==> src/hdl/ilk_defines.vh <==
`ifndef ILK_DEFINES_VH
`define ILK_DEFINES_VH
// ***************************************************************
// channel count and apb register map
// ***************************************************************
`define ILK_NUM_CH        16
`define ILK_OFS_OK_STATE  12'h000
`define ILK_OFS_LATCH_CFG 12'h004
`define ILK_OFS_BYP_CFG   12'h008
`define ILK_OFS_MAINT_BYP 12'h00c
`define ILK_OFS_CMD       12'h010
`define ILK_OFS_COND      12'h014
`define ILK_OFS_FIRST_OUT 12'h018
`define ILK_OFS_BYPASSED  12'h01c
`define ILK_OFS_STATUS    12'h020
// ***************************************************************
// field positions and reset values
// ***************************************************************
`define ILK_CMD_RESET_BIT 0
`define ILK_ST_ALL_CLEAR  0
`define ILK_ST_NB_CLEAR   1
`define ILK_ST_DEFEAT_ACT 2
`define ILK_ST_SCANNED    3
`define ILK_RST_OK_STATE  16'h0000
`define ILK_RST_CFG       16'h0000
`endif

==> src/hdl/ilk_apb_regs.v <==
`timescale 1ns/1ns
`include "ilk_defines.vh"
// ***************************************************************
// apb slave holding configuration and reporting state
// ***************************************************************
module ilk_apb_regs (
   input  wire        core_clk,      // system clock
   input  wire        srst,          // synchronous reset
   input  wire        psel,          // apb select
   input  wire        penable,       // apb enable
   input  wire        pwrite,        // apb direction
   input  wire [11:0] paddr,         // apb byte address
   input  wire [31:0] pwdata,        // apb write data
   output reg  [31:0] prdata,        // apb read data
   output wire        pready,        // apb ready
   output wire        pslverr,       // apb error
   input  wire [15:0] cond,          // condition flags
   input  wire [15:0] first_out,     // first-out flags
   input  wire [15:0] bypassed,      // bypassed flags
   input  wire [3:0]  status,        // summary status
   output reg  [15:0] ok_state_q,    // healthy levels
   output reg  [15:0] latch_cfg_q,   // latching inputs
   output reg  [15:0] byp_cfg_q,     // bypass permitted
   output reg  [15:0] maint_bypass_select_q, // maintenance bypass select
   output reg         reset_cmd_q    // reset command pulse
);
   wire wr_en;
   wire rd_en;
   reg  hit;
   assign wr_en   = psel & penable & pwrite;
   assign rd_en   = psel & ~penable & ~pwrite; // load in setup, stands through access
   assign pready  = 1'b1;
   assign pslverr = psel & penable & ~hit;

   // address decode for the error response
   always @* begin
      hit = 1'b1;
      case (paddr)
         `ILK_OFS_OK_STATE, `ILK_OFS_LATCH_CFG, `ILK_OFS_BYP_CFG, `ILK_OFS_MAINT_BYP,
         `ILK_OFS_CMD, `ILK_OFS_COND, `ILK_OFS_FIRST_OUT, `ILK_OFS_BYPASSED,
         `ILK_OFS_STATUS: hit = 1'b1;
         default: hit = 1'b0;
      endcase
   end

   // write lands at the access edge; read data is valid while pready is high
   always @(posedge core_clk) begin
      if (srst) begin
         ok_state_q            <= `ILK_RST_OK_STATE;
         latch_cfg_q           <= `ILK_RST_CFG;
         byp_cfg_q             <= `ILK_RST_CFG;
         maint_bypass_select_q <= `ILK_RST_CFG;
         reset_cmd_q           <= 1'b0;
         prdata                <= 32'h00000000;
      end else begin
         reset_cmd_q <= 1'b0;
         if (wr_en) begin
            case (paddr)
               `ILK_OFS_OK_STATE:  ok_state_q            <= pwdata[15:0];
               `ILK_OFS_LATCH_CFG: latch_cfg_q           <= pwdata[15:0];
               `ILK_OFS_BYP_CFG:   byp_cfg_q             <= pwdata[15:0];
               `ILK_OFS_MAINT_BYP: maint_bypass_select_q <= pwdata[15:0];
               `ILK_OFS_CMD:       reset_cmd_q <= pwdata[`ILK_CMD_RESET_BIT];
               default:            reset_cmd_q <= 1'b0;
            endcase
         end
         if (rd_en) begin
            case (paddr)
               `ILK_OFS_OK_STATE:  prdata <= {16'h0000, ok_state_q};
               `ILK_OFS_LATCH_CFG: prdata <= {16'h0000, latch_cfg_q};
               `ILK_OFS_BYP_CFG:   prdata <= {16'h0000, byp_cfg_q};
               `ILK_OFS_MAINT_BYP: prdata <= {16'h0000, maint_bypass_select_q};
               `ILK_OFS_COND:      prdata <= {16'h0000, cond};
               `ILK_OFS_FIRST_OUT: prdata <= {16'h0000, first_out};
               `ILK_OFS_BYPASSED:  prdata <= {16'h0000, bypassed};
               `ILK_OFS_STATUS:    prdata <= {28'h0000000, status};
               default:            prdata <= 32'h00000000;
            endcase
         end
      end
   end
endmodule // ilk_apb_regs

==> src/hdl/ilk_channel.v <==
`timescale 1ns/1ns
// ***************************************************************
// one condition channel: healthy check, bypass, latch
// ***************************************************************
module ilk_channel (
   input  wire core_clk,    // system clock
   input  wire srst,        // synchronous reset
   input  wire scan,        // evaluation strobe
   input  wire inp,         // condition input
   input  wire ok_level,    // configured healthy level
   input  wire latch_en,    // configured latching
   input  wire byp_ok,      // bypass permitted
   input  wire byp_sel,     // maintenance bypass selected
   input  wire byp_enabled, // downstream bypass enabled
   input  wire defeat,      // effective latch defeat
   input  wire reset_cmd,   // reset command
   output reg  cond_q,      // interlock condition
   output wire not_ok,      // input off healthy level
   output wire bypassed     // input presently bypassed
);
   wire raise;
   assign not_ok   = (inp != ok_level);
   assign bypassed = byp_ok & byp_sel & byp_enabled;
   assign raise    = not_ok & ~bypassed;

   // condition flop, updated only on a scan
   always @(posedge core_clk) begin
      if (srst) begin
         cond_q <= 1'b0;
      end else if (scan) begin
         if (raise) begin
            cond_q <= 1'b1;
         end else if (!latch_en || defeat) begin
            cond_q <= 1'b0;
         end else if (reset_cmd) begin
            cond_q <= 1'b0;
         end
      end
   end
endmodule // ilk_channel

==> src/hdl/ilk_concentrator.v <==
`timescale 1ns/1ns
`include "ilk_defines.vh"
// Overview of operation
// - compare each input with its healthy level
// - latching inputs hold condition until reset
// - non-latching conditions clear when input healthy
// - suppress only when all three bypass bits
// - first raised condition from clear is first-out
// - simultaneous first conditions all marked first-out
// - latch defeat ignores latching configuration
// - defeat ignored until prior latches reset
// - all-clear true only with no conditions
// - nonbypassable clear counts bypassed as clear
// - report condition and bypass per input
// - disabled: summaries low, condition and first-out flags held
// - latch and first-out kept across stop/run
// - commands before first scan discarded
// - no alarm outputs generated
module ilk_concentrator (
   input  wire        core_clk,             // 20 mhz clock, one scan per enabled cycle
   input  wire        srst,                 // synchronous reset
   input  wire        scan_enable_in,       // evaluation enable
   input  wire [15:0] cond_in,              // condition inputs
   input  wire        bypass_enabled_in,    // downstream bypass enabled
   input  wire        latch_defeat_in,      // latch defeat request
   input  wire        reset_in,             // reset command pulse from logic
   input  wire        psel,                 // apb select
   input  wire        penable,              // apb enable
   input  wire        pwrite,               // apb direction
   input  wire [11:0] paddr,                // apb address
   input  wire [31:0] pwdata,               // apb write data
   output wire [31:0] prdata,               // apb read data
   output wire        pready,               // apb ready
   output wire        pslverr,              // apb error
   output reg         all_conditions_clear, // no condition at all
   output reg         nonbypassable_clear,  // clear counting bypass
   output wire [15:0] cond_out,             // per-input condition
   output wire [15:0] first_out,            // per-input first-out
   output reg  [15:0] bypassed_out          // per-input bypassed
);
   // ***************************************************************
   // internal signals
   // ***************************************************************
   wire [15:0] ok_state;
   wire [15:0] latch_cfg;
   wire [15:0] byp_cfg;
   wire [15:0] maint_bypass_select;
   wire        reg_reset_cmd;
   wire [15:0] cond_q;
   wire [15:0] not_ok;
   wire [15:0] byp_now;
   reg  [15:0] first_out_q;
   reg  [15:0] held_q;      // latches caught while defeat was off
   reg         scanned_q;
   wire        scan;
   wire        reset_cmd;
   wire        defeat;
   wire [3:0]  status;
   wire [15:0] nb_fault;

   // scan runs every enabled clock
   assign scan      = scan_enable_in;
   // commands before first evaluation are dropped
   assign reset_cmd = scanned_q & (reset_in | reg_reset_cmd);
   // defeat acts only once no held latch remains
   assign defeat    = latch_defeat_in & ~(|held_q);

   // ***************************************************************
   // register file
   // ***************************************************************
   ilk_apb_regs u_regs (
      .core_clk              (core_clk),
      .srst                  (srst),
      .psel                  (psel),
      .penable               (penable),
      .pwrite                (pwrite),
      .paddr                 (paddr),
      .pwdata                (pwdata),
      .prdata                (prdata),
      .pready                (pready),
      .pslverr               (pslverr),
      .cond                  (cond_q),
      .first_out             (first_out_q),
      .bypassed              (bypassed_out),
      .status                (status),
      .ok_state_q            (ok_state),
      .latch_cfg_q           (latch_cfg),
      .byp_cfg_q             (byp_cfg),
      .maint_bypass_select_q (maint_bypass_select),
      .reset_cmd_q           (reg_reset_cmd)
   );

   // ***************************************************************
   // channels
   // ***************************************************************
   genvar i;
   generate
      for (i = 0; i < `ILK_NUM_CH; i = i + 1) begin : g_ch
         // compare, bypass and latch per input
         ilk_channel u_ch (
            .core_clk    (core_clk),
            .srst        (srst),
            .scan        (scan),
            .inp         (cond_in[i]),
            .ok_level    (ok_state[i]),
            .latch_en    (latch_cfg[i]),
            .byp_ok      (byp_cfg[i]),
            .byp_sel     (maint_bypass_select[i]),
            .byp_enabled (bypass_enabled_in),
            .defeat      (defeat),
            .reset_cmd   (reset_cmd),
            .cond_q      (cond_q[i]),
            .not_ok      (not_ok[i]),
            .bypassed    (byp_now[i])
         );
         assign nb_fault[i] = not_ok[i] & ~byp_now[i];
      end
   endgenerate

   // ***************************************************************
   // first-out, held latches, scan flag
   // ***************************************************************
   // first-out captured from the clear state; only srst and reset commands clear state,
   // nothing is lost on an enable drop
   always @(posedge core_clk) begin
      if (srst) begin
         first_out_q <= 16'h0000;
         held_q      <= 16'h0000;
         scanned_q   <= 1'b0;
      end else if (scan) begin
         scanned_q <= 1'b1;
         // an idle clear scan keeps the old first-out until a reset pulse
         if ((cond_q == 16'h0000) && (nb_fault != 16'h0000)) begin
            first_out_q <= nb_fault;
         end else if (reset_cmd && (nb_fault == 16'h0000)) begin
            first_out_q <= 16'h0000;
         end
         // latches that trip while defeat is off are tracked until reset
         held_q <= (held_q | (nb_fault & latch_cfg & {16{~latch_defeat_in}}))
                   & ~({16{reset_cmd}} & ~nb_fault);
      end
   end

   // ***************************************************************
   // summaries, no alarm outputs exist
   // ***************************************************************
   always @(posedge core_clk) begin
      if (srst) begin
         all_conditions_clear <= 1'b0;
         nonbypassable_clear  <= 1'b0;
         bypassed_out         <= 16'h0000;
      end else begin
         bypassed_out <= byp_now;
         if (!scan_enable_in) begin
            all_conditions_clear <= 1'b0;
            nonbypassable_clear  <= 1'b0;
         end else begin
            all_conditions_clear <= ~(|(cond_q | not_ok));
            nonbypassable_clear  <= ~(|(cond_q & ~byp_now)) & ~(|nb_fault);
         end
      end
   end

   assign cond_out  = cond_q;
   assign first_out = first_out_q;
   assign status    = {scanned_q, |held_q & latch_defeat_in,
                       nonbypassable_clear, all_conditions_clear};
endmodule // ilk_concentrator

==> config.mk <==
export PLATFORM = sky130hd
export DESIGN_NAME = ilk_concentrator
export DESIGN_NICKNAME = d
export VERILOG_FILES = /design/src/hdl/ilk_apb_regs.v /design/src/hdl/ilk_channel.v /design/src/hdl/ilk_concentrator.v
export VERILOG_INCLUDE_DIRS = /design/src /design/src/hdl
export SDC_FILE = /design/constraint.sdc
export NUM_CORES = 1
export LEC_CHECK = 0
export ABC_AREA = 1
export BUFFER_PORTS_ARGS = -buffer_cell sky130_fd_sc_hd__buf_2
export CORE_AREA = 2 2 174 176
export DETAILED_ROUTE_END_ITERATION = 12
export DIE_AREA = 0 0 176 178
export PLACE_DENSITY = 0.55
export SLEW_MARGIN = 10
export SYNTH_ARGS = -nofsm -noshare
export SYNTH_HDL_FRONTEND = slang
export SYNTH_SLANG_ARGS = --single-unit
==> constraint.sdc <==
create_clock -name core_clk -period 2.25 [get_ports core_clk]
set_input_delay 0.1125 -clock core_clk [delete_from_list [all_inputs] [get_ports core_clk]]
set_output_delay 0.1125 -clock core_clk [all_outputs]
set_load 0.01 [all_outputs]
* Word level (Yosys, flattened, before mapping)
Index checks and enable logic that the tools add are counted.
Word-level totals: register bits 164, input bits 69, output and inout bits 84, logic and storage cells 267
Cells by class: equality and inequality tests 24, multiplexer cells 37, bitwise logic cells 95, reductions and logical operators 83
Operator list (number):
- $pmux 16 s8 | 1
- $and 16x16->16 | 5
- $reduce_or 16->1 | 4
- $and 1x1->1 | 57
- $eq 12x5->1 const B | 4
- $not 16->16 | 3
- $reduce_bool 3->1 | 16
- $reduce_and 2->1 | 21
- $mux 1 | 34
- $logic_not 16->1 | 2
- $mux 16 | 2
- $or 16x16->16 | 2
- $not 1->1 | 27
- $eq 12x4->1 const B | 2
- $logic_not 1->1 | 16
- $logic_or 1x1->1 | 16
- $ne 1x1->1 | 16
- $reduce_bool 16->1 | 1
- $eq 12x3->1 const B | 1
- $eq 12x6->1 const B | 1
- $logic_not 12->1 | 1
- $reduce_or 9->1 | 1
- $reduce_or 3->1 | 1
- $logic_and 1x1->1 | 2
- other kinds (3) | 3

* Depth between registers and ports, before layout
depth after elaboration 8, gate-level depth with buffers 14, mapped depth without buffers 13

* Cells and area by module
From an unflattened synthesis, not the netlist that was laid out.
Unflattened totals: cell total of the unflattened synthesis 1238, area, all modules 8318.0 um2
By module, submodules not included:
- ilk_apb_regs | instances 1, cells an instance 668, area each 4350.4 um2
- ilk_concentrator | instances 1, cells an instance 330, area each 2546.2 um2
- ilk_channel | instances 16, cells an instance 15, area each 88.8 um2

* Worst setup path before layout
Ideal clock, no wire load.
path type flip-flop to flip-flop, start point reg u_regs.ok_state_q[14], end point reg first_out_q[0], in the netlist first_out[0], library setup time 0.114 ns, arrival 1.437 ns, path slack 0.699 ns, stages on the path, launching flop included 11, buffers on the path 1, path through dfxtp_1 or2_2 nand3_2 nand2_1 nor2_2 nand2_2 nor2_4 nand2_2 buf_2 a21oi_1 nor2_1
On the way: word-level cells in the longest chain between the ends 6
Ends and longest elaborated chain:
- from (decl) | line ilk_apb_regs.v:21 | output reg [15:0] ok_state_q,
- from (signal assigned) | line ilk_apb_regs.v:49 | ok_state_q <= `ILK_RST_OK_STATE;
- from (signal assigned) | line ilk_apb_regs.v:59 | `ILK_OFS_OK_STATE: ok_state_q <= pwdata[15:0];
- $ne 1x1->1 * | line ilk_channel.v:22 | assign not_ok = (inp != ok_level);
- $and 1x1->1 * | line ilk_concentrator.v:116 | assign nb_fault[i] = not_ok[i] & ~byp_now[i];
- $reduce_bool 16->1 or $logic_not 16->1 (tied branches) | line ilk_concentrator.v:133, ilk_concentrator.v:135
- $logic_and 1x1->1, on equally long branches | line ilk_concentrator.v:133, ilk_concentrator.v:135
- $reduce_bool 2->1 (no source line)
- $reduce_and 2->1 (no source line)
- to (signal assigned) | line ilk_concentrator.v:134 | first_out_q <= nb_fault;
- to (decl) | line ilk_concentrator.v:52 | reg [15:0] first_out_q;
Mark *: on every way between the ends. The rest lies on a longest branch, timed or not. A chain may end at the register's enable or synchronous reset.

* Worst setup path in the final report
start point in paddr[3], end point out pslverr
On the way: word-level cells in the longest chain between the ends 5
Ends and longest elaborated chain:
- from (decl) | line ilk_concentrator.v:30 | input wire [11:0] paddr,
- $eq 12x5->1, or another cell as far along | line ilk_apb_regs.v:38 | case (paddr)
- $reduce_or 9->1 * | line ilk_apb_regs.v:38
- $mux 1 * | line ilk_apb_regs.v:38
- $not 1->1 * | line ilk_apb_regs.v:33 | assign pslverr = psel & penable & ~hit;
- $and 1x1->1 * | line ilk_apb_regs.v:33
- to (decl) | line ilk_concentrator.v:34 | output wire pslverr,
Marks and branches as above.

==> reports/metrics.csv <==
stage,metric,value,unit
status,status,"complete, no violations",
timing,FMAX,506,MHz
floorplan,io pins,153,
cts,post_cts resized,0,
cts,Setup Buffers After CTS,0,
finish,share of layout cells above drive strength 1,20.4,%
placement,placed insts,1568,
cts,CTS tree,built,
cts,clock buffer depth,2,
worst_setup_path,CP required,2.14,ns
pwr,power per cell area,651,nW/um^2
synth,Unique masters post-synth,36,
floorplan,Die X,176,um
synth,ys async rst share,0,%
synth,#FFs+latches synth,148,
synth,Yosys warning count,0,
pwr,maximum VDD drop,0.555,mV
finish,Area Overhead vs Synth,20.2,%
timing,clock skew,0.00854,ns
synth,dominant cell type by area after synthesis,dfxtp_1,
synth,ys flop type,dfxtp_1,
floorplan,# rows,63,
pwr,Clock power frac,46.3,%
synth,Mapped Cells,1089,
cts,CTS root buffer,clkbuf_16,
timing,Worst-Margin Slew,0.721,ns
synth,synth top area cells,"dfxtp_1 (39%), nand2_1 (11%), a21oi_1 (7.5%), inv_1 (6.6%), o21ai_0 (4.9%)",
global_route,total grt overflow,0,
routing,WL final,27400,um
timing,fin. max-slew vios,0,
timing,final setup fails,0,
hold_path,HP Class,input pin to register,
timing,RSZ-0062 raised after global routing,false,
finish,Final #Nets,1269,
routing,initial DRC count,541,
floorplan,Starting Density,25.8,%
worst_setup_path,critical path class,input pin to output port,
routing,DR DRC count,0,
cts,CTS Sinks,148,
worst_setup_path,crit path capture type,output port,
cts,htree depth,4,
floorplan,total die area,31300,sq um
pwr,combinational share of power,8.5,%
worst_setup_path,critical path peak fanout,8,
global_route,initial antenna violation count,1,
pwr,NetSw,1540,uW
worst_setup_path,WP data arrival,1.87,ns
routing,via count,7311,
synth,synthesized area,7590,sq um
cts,"Reg clk slew, reported paths",0.06,ns
synth,most common cell in the netlist,nand2_1,
global_route,vias in the first global route,6786,
cts,number of buffers created by CTS,17,
cts,"Hold-fix buffers, CTS",3,
job,number of max-cap violations,0,
placement,PortBufs,119,
placement,routability cong.,0.880,
pwr,cell-internal power,4400,uW
routing,Pre-antenna DRT Iters,6,
finish,Layout Cells excl Fill,1603,
synth,register area share after synthesis,39.0,%
floorplan,Core Footprint,29400,sq um
worst_setup_path,startpoint type of the worst setup path,input pin,
routing,DR WL/cell,17.1,um
finish,FILL cells,3206,
synth,number of flops mapped to enable cells by yosys,0,
timing,clock period minus worst slack,1.98,ns
timing,post-route setup TNS,0,ns
timing,Slew Limit Headroom,51.4,%
global_route,total track usage,17.5,%
cts,clk_lat worst skew,0.43,ns
timing,final hold vios,0,
synth,share of the synthesized area in the top cell type,39.0,%
placement,detailed placement HPWL,22100,um
global_route,global-route wire length before repair,40800,um
global_route,largest net degree at the start of global routing,52,
routing,DR vias/cell,4.56,
synth,Syn Area/Cell,6.97,sq um
pwr,LEAKAGE,0.00386,uW
synth,"top cells by count, synth","nand2_1 (228), dfxtp_1 (148), inv_1 (133), a21oi_1 (113), nor2_1 (96)",
pwr,Reg power frac,45.2,%
routing,Antenna Nets Post-Route,0,
floorplan,die height,178,um
timing,Tcrit/Tclk final,87.9,%
finish,ANT cells,0,
pwr,Net Sw Frac,26.0,%
[power groups by stage]
stage | clock [uW] | sequential, uW | combinational (uW)
finish | 2750 | 2680 | 507
global route | 2890 | 2690 | 559
CTS | 2790 | 2680 | 507
detailed placement | 0 | 2740 | 502
global placement | 0 | 2740 | 500
floorplan | 0 | 2730 | 333
[flip-flops by register name (all words and copies together), names as in the netlist]
register	flops
bypassed_out	16
first_out	16
g_ch.u_ch.cond_q	16
held_q	16
u_regs.byp_cfg_q	16
u_regs.latch_cfg_q	16
u_regs.maint_bypass_select_q	16
u_regs.ok_state_q	16
u_regs.prdata	16
all_conditions_clear	1
nonbypassable_clear	1
scanned_q	1
u_regs.reset_cmd_q	1
[layout by cell type, fill, tap and decap left out, types with 3 or more instances in the layout]
cell type      Yosys  routed
o21ai_0           75      75
nor2_4             4       4
nor2_2             5       5
nand3_1           56      56
o22ai_1           22      22
buf_2              7     119
clkinv_2           0       4
dfxtp_1          148     148
dlygate4sd3_1      0       3
a21oi_1          113     113
inv_1            133     132
nor4_1             6       6
buf_4             36      37
a22o_1             6       6
a21oi_2            4       4
a31oi_1            9       9
inv_2              3       4
clkbuf_16          0      17
nor2_1            96      96
a221oi_1          10      10
o21ai_1           10      10
nand3_4            3       3
nand3_2           31      31
nand4_1            9       9
a211oi_1           6       6
clkinvlp_4         0       4
conb_1             2      17
nand2_1          228     228
a22oi_1            4       4
nor3_1            11      11
nand2_2            5       5
[worst max-delay path, cell delays in order]
cell and delay [ns]:
buf_2 0.11, inv_1 0.07, nand3_1 0.18, nor2_1 0.07
nand2_1 0.30, nand4_1 0.28, nor3_1 0.51, buf_2 0.23
[cell type report]
class / count / area (sq um) / area share (%)
Multi-Input combinational cell: 735 / 3670 / 40.2
Sequential cell: 148 / 2960 / 32.5
Clock buffer: 20 / 457 / 5.00
Timing Repair Buffer: 160 / 923 / 10.1
Clock inverter: 12 / 106 / 1.17
Inverter: 138 / 518 / 5.68
Tap cell: 390 / 488 / 5.35
[logic make-up (layout without fill, tap and decap cells)]
logic type | after synthesis | count (layout) | synth area share, %
buf+inv | 221 | 330 | 13.3
other cells | 2 | 17 | 0.0989
compound gates | 259 | 259 | 18.9
flops | 148 | 148 | 39.0
simple gates | 459 | 459 | 28.6
[per-layer routing]
layer,global-route usage (%),vias up,wire (um)
li1,-,3752,-
met3,3.50,37,1500
met1,23.6,3299,12800
met5,0,-,11
met2,27.5,221,12200
met4,6.78,2,854
[through the flow]
stage | util [%] | worst slack [ns] | hold slack, ns | total power [uW] | cell area (sq um)
floorplan | - | 0.699 | 0.257 | 3070 | 7650
global placement | 29.0 | 0.290 | 0.428 | 3240 | 8530
detailed placement | 29.0 | 0.254 | 0.439 | 3240 | 8530
CTS | 31.0 | 0.339 | 0.000493 | 5980 | 9130
global route | 31.0 | 0.161 | 0.0263 | 6130 | 9130
finish | 31.0 | 0.272 | 0.00598 | 5940 | 9130
[worst paths after layout]
| check | slack (ns) | depth (start not counted) | endpoint | startpoint |
|---|---|---|---|---|
| max | 0.27 | 8 | pslverr | paddr[3] |
| min | 0.006 | 3 | u_regs.ok_state_q[8] | pwdata[8] |
| max reg2reg | 0.32 | 11 | first_out[0] | u_regs.byp_cfg_q[9] |
| min reg2reg | 0.46 | 2 | u_regs.maint_bypass_select_q[3] | u_regs.maint_bypass_select_q[3] |
(Power assumes the default switching activity.)
